`config.mk`:
```
export PLATFORM = sky130hd
export DESIGN_NAME = rx_gain_and_channel_filter
export DESIGN_NICKNAME = d
export VERILOG_FILES = /design/src/rx_chain_pkg.sv /design/src/rx_gain_and_channel_filter.sv
export SDC_FILE = /design/constraint.sdc
export NUM_CORES = 2
export LEC_CHECK = 0
export ABC_CLOCK_PERIOD_IN_PS = 96600
export BUFFER_PORTS_ARGS = -buffer_cell sky130_fd_sc_hd__buf_2
export CAP_MARGIN = 15
export CORE_ASPECT_RATIO = 0.8
export CORE_MARGIN = 3
export CORE_UTILIZATION = 60
export CTS_CLUSTER_SIZE = 30
export DETAILED_ROUTE_END_ITERATION = 7
export GPL_TIMING_DRIVEN = 0
export HOLD_SLACK_MARGIN = 0.05
export PLACE_DENSITY = 0.76
export RECOVER_POWER = 25
export REMOVE_ABC_BUFFERS = 1
export SLEW_MARGIN = 15
export SYNTH_ARGS = -nofsm -noshare
export SYNTH_HDL_FRONTEND = slang
export SYNTH_SLANG_ARGS = --single-unit
```
`constraint.sdc`:
```
create_clock -name clk_sys -period 96.6 [get_ports clk_sys]
set_clock_uncertainty 0.15 [all_clocks]
set_input_delay 14.49 -clock clk_sys [delete_from_list [all_inputs] [get_ports clk_sys]]
set_output_delay 14.49 -clock clk_sys [all_outputs]
set_load 0.02 [all_outputs]
```
`src/rx_chain_pkg.sv`:
```
// package: register map, field layouts, states and constants of the rx chain
package rx_chain_pkg;

   // =====================================================================
   // register byte offsets (word aligned)
   // =====================================================================
   localparam logic [7:0] OFS_MODULATION  = 8'h00;
   localparam logic [7:0] OFS_BANDWIDTH   = 8'h04;
   localparam logic [7:0] OFS_CORR_BW     = 8'h08;
   localparam logic [7:0] OFS_DIGITAL_GAIN = 8'h0C;
   localparam logic [7:0] OFS_GAIN_CTRL   = 8'h10;
   localparam logic [7:0] OFS_WAIT_LEVEL  = 8'h14;
   localparam logic [7:0] OFS_STEP_LO     = 8'h18;
   localparam logic [7:0] OFS_STEP_HI     = 8'h1C;
   localparam logic [7:0] OFS_STATUS      = 8'h20;
   localparam logic [7:0] OFS_DERIVED     = 8'h24;
   localparam logic [7:0] OFS_REFERENCE   = 8'h28;

   // =====================================================================
   // field positions and codes
   // =====================================================================
   localparam int MANT_LSB     = 3;
   localparam int DCC_LSB      = 5;
   localparam int REARM_BIT    = 0;
   localparam int CORR_BIT     = 1;
   localparam int LOWIDX_BIT   = 2;
   localparam int DGAIN_ON_BIT = 4;
   localparam logic [1:0] SCHEME_FSK   = 2'h0;
   localparam logic [2:0] GAIN_AUTO    = 3'h0;
   localparam logic [2:0] GAIN_RSVD    = 3'h7;
   localparam logic [7:0] DGAIN_LOWIDX = 8'h10;
   localparam logic [7:0] DGAIN_NORMAL = 8'h30;

   // reset values
   localparam logic [7:0] RST_BANDWIDTH = 8'h55;
   localparam logic [7:0] RST_CORR_BW   = 8'h8B;
   localparam logic [7:0] RST_DGAIN     = 8'h30;
   localparam logic [7:0] RST_WAIT      = 8'hE4;

   // reference level terms in dB, and the crystal frequency in Hz
   localparam int REF_FLOOR_DB   = -174;
   localparam int NOISE_FIG_DB   = 7;
   localparam int DEMOD_SNR_DB   = 8;
   localparam int FADE_DB        = 5;
   localparam int REF_FIXED_DB = REF_FLOOR_DB + NOISE_FIG_DB + DEMOD_SNR_DB
                                 + FADE_DB;
   localparam int XTAL_HZ        = 32000000;

   // fir
   localparam int FIR_TAPS   = 16;
   localparam int DECIM_LOG2 = 4;
   localparam int DGAIN_BITS = 2;

   typedef enum logic [2:0]
   {
      ST_WAIT  = 3'b001,
      ST_PICK  = 3'b010,
      ST_HOLD  = 3'b100
   } agc_state_e;

   typedef struct packed
   {
      logic [31:0] adr;
      logic [31:0] dat;
      logic [3:0]  sel;
      logic        we;
      logic        cyc;
      logic        stb;
   } wb_req_s;
endpackage

```
`src/rx_gain_and_channel_filter.sv`:
```
// rx gain control, decimating 16-tap channel filter and bandwidth maths
// Behaviour
// wait state holds gain until level exceeds
// six gain steps picked from input power
// reference equals -174+7+8+10log(2bw)+5 dB
// correction phase uses separate bandwidth setting
// digital gain readjusts every two bits
// software writes 0x10 or 0x30 to enable
// digital gain runs in every data mode
// digital gain adjusts while front gain frozen
// one-bit I/Q streams decimated before stages
// channel filter is sixteen-tap FIR
// software keeps bit rate below 2x bandwidth
// FSK bandwidth = ref/(mant*2^(exp+2))
// OOK bandwidth = ref/(mant*2^(exp+3))
// mantissa codes 00/01/10 give 16/20/24
// image filter bypassed when scheme is 00
// dc cutoff = 4bw/(2pi*2^(sel+2))
// OOK low-IF at half the bandwidth
// gain choice 000 automatic, others fixed; the code also leaves 111 to the automatic loop
// wait ends after two samples above level
// rearm bit restarts wait and gain selection
// filter settings change at sample boundary
//
// Our own choices: the Wishbone slave port and the address map.
`timescale 1ns/1ps
module rx_gain_and_channel_filter
#(
   parameter int BIT_CYCLES = 4096,
   parameter int COEF_W     = 8
)
(
   input  wire logic                 clk_sys,
   input  wire logic                 nrst,
   input  wire rx_chain_pkg::wb_req_s wb_req,
   output      logic [31:0]          wb_dat_o,
   output      logic                 wb_ack_o,
   input  wire logic                 adc_i_bit,
   input  wire logic                 adc_q_bit,
   input  wire logic                 sample_tick,
   input  wire logic [7:0]           measured_signal_level,
   input  wire logic                 correction_active,
   input  wire logic                 packet_gain_frozen,
   output      logic [2:0]           front_gain_step,
   output      logic [15:0]          chan_i,
   output      logic [15:0]          chan_q,
   output      logic                 chan_valid,
   output      logic                 image_filter_on,
   output      logic [31:0]          if_offset_hz,
   output      logic [31:0]          dc_cutoff_hz
);

   // field widths of the state struct, declared ahead of it
   localparam int DGAIN_BITS_W = rx_chain_pkg::DGAIN_BITS;
   localparam int DECIM_W = rx_chain_pkg::DECIM_LOG2;
   localparam int FIR_BITS = rx_chain_pkg::FIR_TAPS * 8;

   // =====================================================================
   // state
   // =====================================================================
   typedef struct packed
   {
      logic [31:0] rdat;
      logic        ack;
      logic [1:0]  demod_scheme_select;
      logic [7:0]  bandwidth_config_reg;
      logic [7:0]  correction_bw;
      logic [7:0]  digital_gain_ctrl_reg;
      logic [2:0]  front_gain_choice;
      logic        rearm;
      logic [7:0]  signal_wait_level_reg;
      logic [39:0] step_levels;
      rx_chain_pkg::agc_state_e agc;
      logic        above_once;
      logic [2:0]  gain;
      logic [15:0] bit_cnt;
      logic        bit_half;
      logic [DGAIN_BITS_W-1:0] dgain;
      logic [7:0]  act_bw_cfg;
      logic [DECIM_W-1:0] dec_cnt;
      logic [7:0]  acc_i;
      logic [7:0]  acc_q;
      logic [FIR_BITS-1:0] line_i;
      logic [FIR_BITS-1:0] line_q;
      logic [15:0] out_i;
      logic [15:0] out_q;
      logic        valid;
      logic        img_on;
      logic [31:0] bw_hz;
      logic [31:0] ifo;
      logic [31:0] dcc;
   } state_s;

   state_s st;
   state_s next_st;

   // =====================================================================
   // helpers
   // =====================================================================
   // mantissa code to divisor; reserved code 11 treated as 24
   function automatic logic [4:0] mant_value(input logic [1:0] code);
      case (code)
         2'h0: mant_value = 5'h10;
         2'h1: mant_value = 5'h14;
         default: mant_value = 5'h18;
      endcase
   endfunction

   // single-side bandwidth in Hz for a config byte and scheme
   function automatic logic [31:0] bw_of(input logic [7:0] cfg,
                                          input logic [1:0] scheme);
      logic [4:0] sh;
      logic [31:0] den;
      sh = 5'(cfg[2:0]) + 5'h2;
      if (scheme != rx_chain_pkg::SCHEME_FSK)
         sh = sh + 5'h1;
      den = 32'(mant_value(cfg[rx_chain_pkg::MANT_LSB +: 2])) << sh;
      bw_of = 32'(rx_chain_pkg::XTAL_HZ) / den;
   endfunction

   // coarse 10log10 of a value in Hz, by leading-one position (3 dB/oct)
   function automatic logic signed [15:0] log_db(input logic [31:0] v);
      int msb;
      msb = 0;
      for (int k = 0; k < 32; k++)
         if (v[k])
            msb = k;
      log_db = 16'((msb * 301) / 100);
   endfunction

   // fir coefficient for tap k: symmetric triangle window
   function automatic logic [COEF_W-1:0] coef(input int k);
      int d;
      d = (k < 8) ? k + 1 : 16 - k;
      coef = COEF_W'(d);
   endfunction

   // step index from input power against five ascending levels
   function automatic logic [2:0] pick_step(input logic [7:0] lvl,
                                            input logic [39:0] thr);
      logic [2:0] s;
      s = 3'h1;
      for (int k = 0; k < 5; k++)
         if (lvl > thr[8*k +: 8])
            s = 3'(k + 2);
      pick_step = s;
   endfunction

   // =====================================================================
   // fir datapath: 16 decimated words per channel, summed with weights
   // =====================================================================
   logic [15:0] fir_i;
   logic [15:0] fir_q;
   always_comb
   begin
      fir_i = 16'h0000;
      fir_q = 16'h0000;
      for (int k = 0; k < rx_chain_pkg::FIR_TAPS; k++)
      begin
         fir_i = fir_i + 16'(st.line_i[8*k +: 8] * coef(k));
         fir_q = fir_q + 16'(st.line_q[8*k +: 8] * coef(k));
      end
   end

   // =====================================================================
   // next state
   // =====================================================================
   logic hit;
   logic [7:0] a8;
   logic [7:0] bw_sel;
   logic signed [15:0] ref_db;
   always_comb
   begin
      next_st = st;
      a8 = wb_req.adr[7:0];
      hit = wb_req.cyc && wb_req.stb && !st.ack;
      ref_db = 16'h0000;
      bw_sel = st.bandwidth_config_reg;
      next_st.ack = hit;
      next_st.valid = 1'b0;
      next_st.rearm = 1'b0;

      // bus writes, gated by sel[0] alone; every field but the 32-bit low step word sits in the lowest byte lane
      if (hit && wb_req.we && wb_req.sel[0])
      begin
         case (a8)
            rx_chain_pkg::OFS_MODULATION:
               next_st.demod_scheme_select = wb_req.dat[1:0];
            rx_chain_pkg::OFS_BANDWIDTH:
               next_st.bandwidth_config_reg = wb_req.dat[7:0];
            rx_chain_pkg::OFS_CORR_BW:
               next_st.correction_bw = wb_req.dat[7:0];
            rx_chain_pkg::OFS_DIGITAL_GAIN:
               next_st.digital_gain_ctrl_reg = wb_req.dat[7:0];
            rx_chain_pkg::OFS_GAIN_CTRL:
            begin
               next_st.front_gain_choice = wb_req.dat[6:4];
               next_st.rearm = wb_req.dat[rx_chain_pkg::REARM_BIT];
            end
            rx_chain_pkg::OFS_WAIT_LEVEL:
               next_st.signal_wait_level_reg = wb_req.dat[7:0];
            rx_chain_pkg::OFS_STEP_LO:
               next_st.step_levels[31:0] = wb_req.dat;
            rx_chain_pkg::OFS_STEP_HI:
               next_st.step_levels[39:32] = wb_req.dat[7:0];
            default: ;
         endcase
      end

      // agc loop; input levels arrive on sample_tick
      case (st.agc)
         rx_chain_pkg::ST_WAIT:
            if (sample_tick)
            begin
               if (measured_signal_level > st.signal_wait_level_reg)
               begin
                  next_st.above_once = 1'b1;
                  if (st.above_once)
                     next_st.agc = rx_chain_pkg::ST_PICK;
               end
               else
                  next_st.above_once = 1'b0;
            end
         rx_chain_pkg::ST_PICK:
         begin
            next_st.gain = pick_step(measured_signal_level,
                                     st.step_levels);
            next_st.agc = rx_chain_pkg::ST_HOLD;
         end
         rx_chain_pkg::ST_HOLD: ;
         default:
            next_st.agc = rx_chain_pkg::ST_WAIT;
      endcase
      if (st.rearm)
      begin
         next_st.agc = rx_chain_pkg::ST_WAIT;
         next_st.above_once = 1'b0;
      end

      // digital gain: independent of data mode and front gain freeze
      next_st.bit_cnt = st.bit_cnt + 16'h0001;
      if (st.bit_cnt >= 16'(BIT_CYCLES - 1))
      begin
         next_st.bit_cnt = 16'h0000;
         next_st.bit_half = !st.bit_half;
         if (st.bit_half &&
             st.digital_gain_ctrl_reg[rx_chain_pkg::DGAIN_ON_BIT])
         begin
            if (st.out_i[15:14] != 2'h0 && st.dgain != '0)
               next_st.dgain = st.dgain - 1'b1;
            else if (st.out_i[15:12] == 4'h0 && st.dgain != '1)
               next_st.dgain = st.dgain + 1'b1;
         end
      end

      // decimator: integrate one-bit streams, dump every 16 bits
      next_st.dec_cnt = st.dec_cnt + 1'b1;
      next_st.acc_i = st.acc_i + 8'(adc_i_bit);
      next_st.acc_q = st.acc_q + 8'(adc_q_bit);
      if (st.dec_cnt == '1)
      begin
         next_st.acc_i = 8'(adc_i_bit);
         next_st.acc_q = 8'(adc_q_bit);
         next_st.line_i = {st.line_i[FIR_BITS-9:0], st.acc_i};
         next_st.line_q = {st.line_q[FIR_BITS-9:0], st.acc_q};
         next_st.out_i = fir_i << st.dgain;
         next_st.out_q = fir_q << st.dgain;
         next_st.valid = 1'b1;
         // settings latch only here, between output samples
         bw_sel = correction_active ? st.correction_bw
                                    : st.bandwidth_config_reg;
         next_st.act_bw_cfg = bw_sel;
      end

      // derived quantities from the active setting
      next_st.bw_hz = bw_of(st.act_bw_cfg, st.demod_scheme_select);
      next_st.img_on = (st.demod_scheme_select
                        != rx_chain_pkg::SCHEME_FSK);
      next_st.ifo = st.img_on ? (st.bw_hz >> 1) : 32'h0;
      // 4bw/(2pi) ~ bw*163/256, then >> (sel+2)
      next_st.dcc = ((st.bw_hz * 32'hA3) >> 8)
                    >> (32'(st.act_bw_cfg[7:rx_chain_pkg::DCC_LSB]) + 2);
      ref_db = 16'(rx_chain_pkg::REF_FIXED_DB)
               + log_db(st.bw_hz << 1);

      // fixed gain override when a code other than 000 or 111 is written
      if (st.front_gain_choice != rx_chain_pkg::GAIN_AUTO &&
          st.front_gain_choice != rx_chain_pkg::GAIN_RSVD)
         next_st.gain = st.front_gain_choice;

      // bus reads
      next_st.rdat = 32'h0;
      if (hit && !wb_req.we)
      begin
         case (a8)
            rx_chain_pkg::OFS_MODULATION:
               next_st.rdat = 32'(st.demod_scheme_select);
            rx_chain_pkg::OFS_BANDWIDTH:
               next_st.rdat = 32'(st.bandwidth_config_reg);
            rx_chain_pkg::OFS_CORR_BW:
               next_st.rdat = 32'(st.correction_bw);
            rx_chain_pkg::OFS_DIGITAL_GAIN:
               next_st.rdat = 32'(st.digital_gain_ctrl_reg);
            rx_chain_pkg::OFS_GAIN_CTRL:
               next_st.rdat = {25'h0, st.front_gain_choice, 4'h0};
            rx_chain_pkg::OFS_WAIT_LEVEL:
               next_st.rdat = 32'(st.signal_wait_level_reg);
            rx_chain_pkg::OFS_STEP_LO:
               next_st.rdat = st.step_levels[31:0];
            rx_chain_pkg::OFS_STEP_HI:
               next_st.rdat = 32'(st.step_levels[39:32]);
            rx_chain_pkg::OFS_STATUS:
               next_st.rdat = {22'h0, 2'(st.dgain), 1'b0, st.gain,
                               1'b0, 3'(st.agc)};
            rx_chain_pkg::OFS_DERIVED:
               next_st.rdat = st.bw_hz;
            rx_chain_pkg::OFS_REFERENCE:
               next_st.rdat = 32'(signed'(ref_db));
            default:
               next_st.rdat = 32'h0;   // unmapped reads as zero
         endcase
      end
   end

   // =====================================================================
   // registers
   // =====================================================================
   // synchronous reset; fixed gain outputs max gain until agc picks
   always_ff @(posedge clk_sys)
   begin
      if (!nrst)
      begin
         st <= '0;
         st.agc <= rx_chain_pkg::ST_WAIT;
         st.gain <= 3'h1;
         st.bandwidth_config_reg <= rx_chain_pkg::RST_BANDWIDTH;
         st.act_bw_cfg <= rx_chain_pkg::RST_BANDWIDTH;
         st.correction_bw <= rx_chain_pkg::RST_CORR_BW;
         st.digital_gain_ctrl_reg <= rx_chain_pkg::RST_DGAIN;
         st.signal_wait_level_reg <= rx_chain_pkg::RST_WAIT;
      end
      else
         st <= next_st;
   end

   // outputs straight from state flops
   assign wb_dat_o = st.rdat;
   assign wb_ack_o = st.ack;
   assign front_gain_step = st.gain;
   assign chan_i = st.out_i;
   assign chan_q = st.out_q;
   assign chan_valid = st.valid;
   assign image_filter_on = st.img_on;
   assign if_offset_hz = st.ifo;
   assign dc_cutoff_hz = st.dcc;

endmodule // rx_gain_and_channel_filter

```
# Yosys cells after proc, flatten, opt, wreduce, memory -nomap -nowiden
# Index checks and enable logic that the tools add are counted.
[totals]
regBits = 551
inputBits = 86
output_inout_bits = 134
[classes]
n_addsub = 40
mul = 18
n_div = 2
order_cmp = 7
eq_ne = 20
shift = 4
muxes = 50
bitwise = 2
reduce_logical = 38
[op_table]
columns = ["op", "count"]
rows = [
  ["32-bit 2-to-1 mux", 30],
  ["32-bit one-hot mux with 11 select lines", 1],
  ["298-bit 2-to-1 mux", 1],
  ["16-bit by 11-bit adder with 16-bit output", 8],
  ["8-bit by 3-bit multiplier with 11-bit output, second input constant", 8],
  ["8-bit by 2-bit multiplier with 10-bit output, second input constant", 8],
  ["16-bit by 10-bit adder with 16-bit output", 4],
  ["8-bit greater-than comparator", 6],
  ["15-bit by 11-bit adder with 16-bit output", 2],
  ["16-bit by 8-bit adder with 16-bit output", 2],
  ["16-bit by 9-bit adder with 16-bit output", 2],
  ["25-bit by 32-bit divider with 32-bit output, first input constant", 1],
  ["32-bit by 8-bit divider with 32-bit output, second input constant", 1],
  ["8-bit by 5-bit equality test with 1-bit output, second input constant", 4],
  ["32-bit by 10-bit multiplier with 32-bit output, second input constant", 1],
  ["32-bit by 8-bit multiplier with 32-bit output, second input constant", 1],
  ["16-bit by 2-bit << shifter with 16-bit output", 2],
  ["5-bit by 5-bit << shifter with 32-bit output", 1],
  ["24-bit by 4-bit right shift with 32-bit output", 1],
  ["14-bit by 11-bit adder with 15-bit output", 2],
  ["13-bit by 11-bit adder with 14-bit output", 2],
  ["12-bit by 11-bit adder with 13-bit output", 2],
  ["11-bit by 10-bit adder with 12-bit output", 2],
  ["8-bit by 6-bit equality test with 1-bit output, second input constant", 3],
  ["other kinds (40)", 86],
]

# Longest topological paths before layout
[depth]
depth_word = 35
depth_mapped = 378
mapped_depth_nobuf = 352

# Least setup slack after synthesis
# OpenSTA, ideal clock, no wires.
[synth_path]
path_type = "reg2reg"
from = "register st[407] (netlist bit)"
to = "register st[64] (netlist bit)"
setup_time_ps = 132
arrival_time_ps = 70752
required_time_ps = 96318
path_slack_ps = 25566
path_stages_with_launch = 370
path_buffers = 47
path_cell_list = "dfxtp_1 > inv_1 > ha_1 > clkbuf_1 > or3b_2 > clkbuf_1 > nand4_1 > clkbuf_1 > clkbuf_1 > clkbuf_1 > clkbuf_1 > clkbuf_1 > nor2_1 > ha_1 > o21a_1 > o21a_1 > o21bai_1 > mux2_2 > [... 334 more ...] > a31o_2 > o31ai_1 > clkbuf_1 > clkbuf_1 > a31oi_1 > ha_1 > a21oi_1 > nor2b_1 > o21ai_0 > nand2b_1 > a21oi_1 > nor2b_1 > o21ai_0 > nand2b_1 > a21oi_1 > o2111ai_1 > nand3_1 > a21oi_1"
[synth_between]
elab_chain_cells = 5
[synth_rtl]
columns = ["item", "line", "rtl"]
rows = [
  ["start: declaration", "rx_gain_and_channel_filter.sv:94", "state_s st;"],
  ["start signal: assignment", "rx_gain_and_channel_filter.sv:343", "st <= next_st;"],
  ["3-bit by 2-bit adder with 4-bit output *", "rx_gain_and_channel_filter.sv:114", "sh = 5'(cfg[2:0]) + 5'h2;"],
  ["4-bit by 1-bit adder with 5-bit output", "rx_gain_and_channel_filter.sv:116", "sh = sh + 5'h1;"],
  ["5-bit 2-to-1 mux *", "rx_gain_and_channel_filter.sv:115", "if (scheme != rx_chain_pkg::SCHEME_FSK)"],
  ["5-bit by 5-bit << shifter with 32-bit output *", "rx_gain_and_channel_filter.sv:117", "den = 32'(mant_value(cfg[rx_chain_pkg::MANT_LSB +: 2])) << sh;"],
  ["25-bit by 32-bit divider with 32-bit output *", "rx_gain_and_channel_filter.sv:118", "bw_of = 32'(rx_chain_pkg::XTAL_HZ) / den;"],
]
# Mark *: on every way between the ends. The rest lies on a longest branch, timed or not.
# A chain may end at the register's enable or synchronous reset.

# Worst setup path after layout
# Ends and elaborated chain as after synthesis.

==> impl_metrics.env <==
export IMPL_avgRoutedWirePerCell_um=20.5
export IMPL_slew_violations=218
export IMPL_ys_seq_elements=536
export IMPL_required_ps=96910
export IMPL_violations="capacitance limit, slew limit"
export IMPL_status="finished with violations"
export IMPL_dp_final_hpwl_um=143000
export IMPL_hold_path_class="reg2reg"
export IMPL_grt_max_degree=113
export IMPL_crit_fanout=39
export IMPL_fin_crit_sh_pct=93.5
export IMPL_fin_cells=8961
export IMPL_core_sq_um=103000
export IMPL_via_per_inst=6.35
export IMPL_root_buffer="clkbuf_16"
export IMPL_die_h_um=295
export IMPL_numCtsBuffers=57
export IMPL_critical_path_max_stage_delay_ps=1020
export IMPL_clk_pin_slew_ps=80
export IMPL_start_util_pct=60.8
export IMPL_cts_tree="built"
export IMPL_synth_warnings=0
export IMPL_worstSetupStartpointType="register"
export IMPL_regArea_sq_um=10700
export IMPL_die_width_um=367
export IMPL_ys_types=115
export IMPL_numPortBuffers=180
export IMPL_synth_main_ff_cell="dfxtp_1"
export IMPL_critical_path_class="reg2reg"
export IMPL_netlist_instances=7583
export IMPL_cp_common_cell="o21ai_0"
export IMPL_htree_levels=2
export IMPL_postRouteAntennaNets=0
export IMPL_cap_violations=3
export IMPL_crit_family="compound AO/OA/AOI/OAI gates"
export IMPL_die_area_sq_um=108000
export IMPL_whs_ps=299
export IMPL_syn_mean_instance_area_sq_um=8.27
export IMPL_drive_gt1_share_pct=6.70
export IMPL_track_usage_pct=32.8
export IMPL_endpoint_kind="register"
export IMPL_multiInputGateArea_sq_um=47900
export IMPL_place_congestion=0.950
export IMPL_hold_depth=1
export IMPL_cp_depth=340
export IMPL_io_pins=220
export IMPL_ys_seq_area_share_pct=17.1
export IMPL_clk_path_buf_depth=3
export IMPL_synth_edf_count=0
export IMPL_nets=8803
export IMPL_postPlaceCellArea_sq_um=64700
export IMPL_cp_arrival_ps=90640
export IMPL_hold_viol=0
export IMPL_clock_sinks=536
export IMPL_n_fill_cell=8702
export IMPL_insertion_delay_ps=640
export IMPL_drt_iter0_markers=5775
export IMPL_synth_area_sq_um=62700
export IMPL_vias=56922
export IMPL_final_area_sq_um=66600
export IMPL_grt_remaining_overflow=0
export IMPL_setup_viol_count_final=0
export IMPL_drt_total_wl_um=184000
export IMPL_max_freq_ghz=0.0111
export IMPL_critPathSlowestCell="o21a_1"
export IMPL_rr_worst_depth=340
export IMPL_maxSlewHeadroom_pct=-212
export IMPL_drc=0
export IMPL_timing_final_crit_period_ps=90330
export IMPL_area_growth_synth_to_final_pct=6.19
export IMPL_grt_pass1_vias=53853
export IMPL_grt_pass1_wl_um=291000
export IMPL_post_place_cells=8852
export IMPL_reg2reg_slack_ps=6270
export IMPL_drt_pass1_iter_count=6
export IMPL_worst_pin_slew_ps=4680
export IMPL_row_count=105
export IMPL_antenna_found_initial=11
export IMPL_async_flop_share_pct=0
export IMPL_rsz0062_at_grt="false"
export IMPL_path_buf_inv=12
[sequential cells by signal, indices dropped and copies added, names as in the netlist]
register / flops
st: 415
front_gain_step: 3
if_offset_hz: 29
dc_cutoff_hz: 22
chan_valid: 1
wb_dat_o: 32
chan_i: 16
wb_ack_o: 1
chan_q: 16
image_filter_on: 1
[cell type report]
class	instances	share of cell area [%]
clock inverter	31	0.581
inverter	677	3.83
clock buffer	73	2.43
tap	1391	2.61
antenna	5	0.0188
timing repair buffer	227	2.40
sequential	536	16.1
multi-input combinational	6021	72.0
[Yosys cell counts (42+ instances only)]
master    count  area share (%)
a211oi_1     79            0.95
a21boi_0     58            0.69
a21o_1      167             2.0
a21oi_1     445             3.6
a22o_1      210             2.9
a31oi_1     106             1.1
and2_1       44            0.44
and3_1       84            0.84
buf_4       132             1.6
clkbuf_1    219             1.3
dfxtp_1     536              17
fa_1        400              13
ha_1        797              16
inv_1       674             4.0
mux2_2       76             1.4
mux2i_1     102             1.6
nand2_1     682             4.1
nand2b_1     67            0.67
nand3_1     161             1.3
nand4_1      55            0.55
nor2_1      549             3.3
nor2b_1      45            0.45
nor3_1      192             1.5
o211ai_1     51            0.61
o21a_1      169             2.0
o21ai_0     413             3.3
o21bai_1     72            0.86
o31ai_1      42            0.50
or2_2        45            0.45
or3_1        71            0.71
xnor2_1     247             3.5
xor2_1       99             1.4
[repair_timing]
item	CTS	global route
hold buffers	0	0
resized for setup	0	1
setup buffers	0	0
endpoints found under the setup margin	0	1
[kinds of logic after synthesis]
group / after synthesis / share of synthesized area (%)
adder cells (fa/ha/maj): 1198 / 28.7
flip-flops: 536 / 17.1
buffers and inverters: 1067 / 7.21
AND/OR/NAND/NOR: 2091 / 15.5
other: 2 / 0.0120
multiplexers: 184 / 3.13
AO/OA/AOI/OAI: 2156 / 23.5
XOR/XNOR: 349 / 4.91
[final timing paths]
check / endpoint / startpoint
min reg2reg: st[402] / st[402]
max: st[64] / st[407]
max reg2reg: st[64] / st[407]
min: st[402] / st[402]
[metal layers]
| metal | wire [um] | global-route usage (%) | vias to the layer above |
|---|---|---|---|
| li1 | - | - | 26758 |
| met1 | 81400 | 46.9 | 27239 |
| met2 | 77600 | 50.0 | 2532 |
| met3 | 18100 | 6.10 | 387 |
| met4 | 6450 | 11.2 | 6 |
| met5 | 41 | 0 | - |
[cell usage in the layout (no fill, tap or decap), drive strengths merged, types with 86 or more instances in the layout]
cell,n
a31oi,107
o21ai,429
a21o,167
nand3,161
o21a,169
nand2,682
mux2i,104
buf,155
a211oi,86
dfxtp,536
nor3,192
a22o,210
ha,797
fa,400
inv,679
xnor2,249
xor2,100
nor2,550
clkbuf,145
a21oi,449
[stage by stage]
step	utilization, %	setup slack (ps)	setup TNS, ps
3_3_place_gp	61.6	-11380	-21920
2_1_floorplan	-	16370	0
5_1_grt	64.6	371	0
3_5_place_dp	62.7	9430	0
4_1_cts	64.7	8960	0
6_report	64.6	6270	0
Power is not shown: default switching activity piles up to over one toggle a cycle in this logic, so the estimate is an artifact.
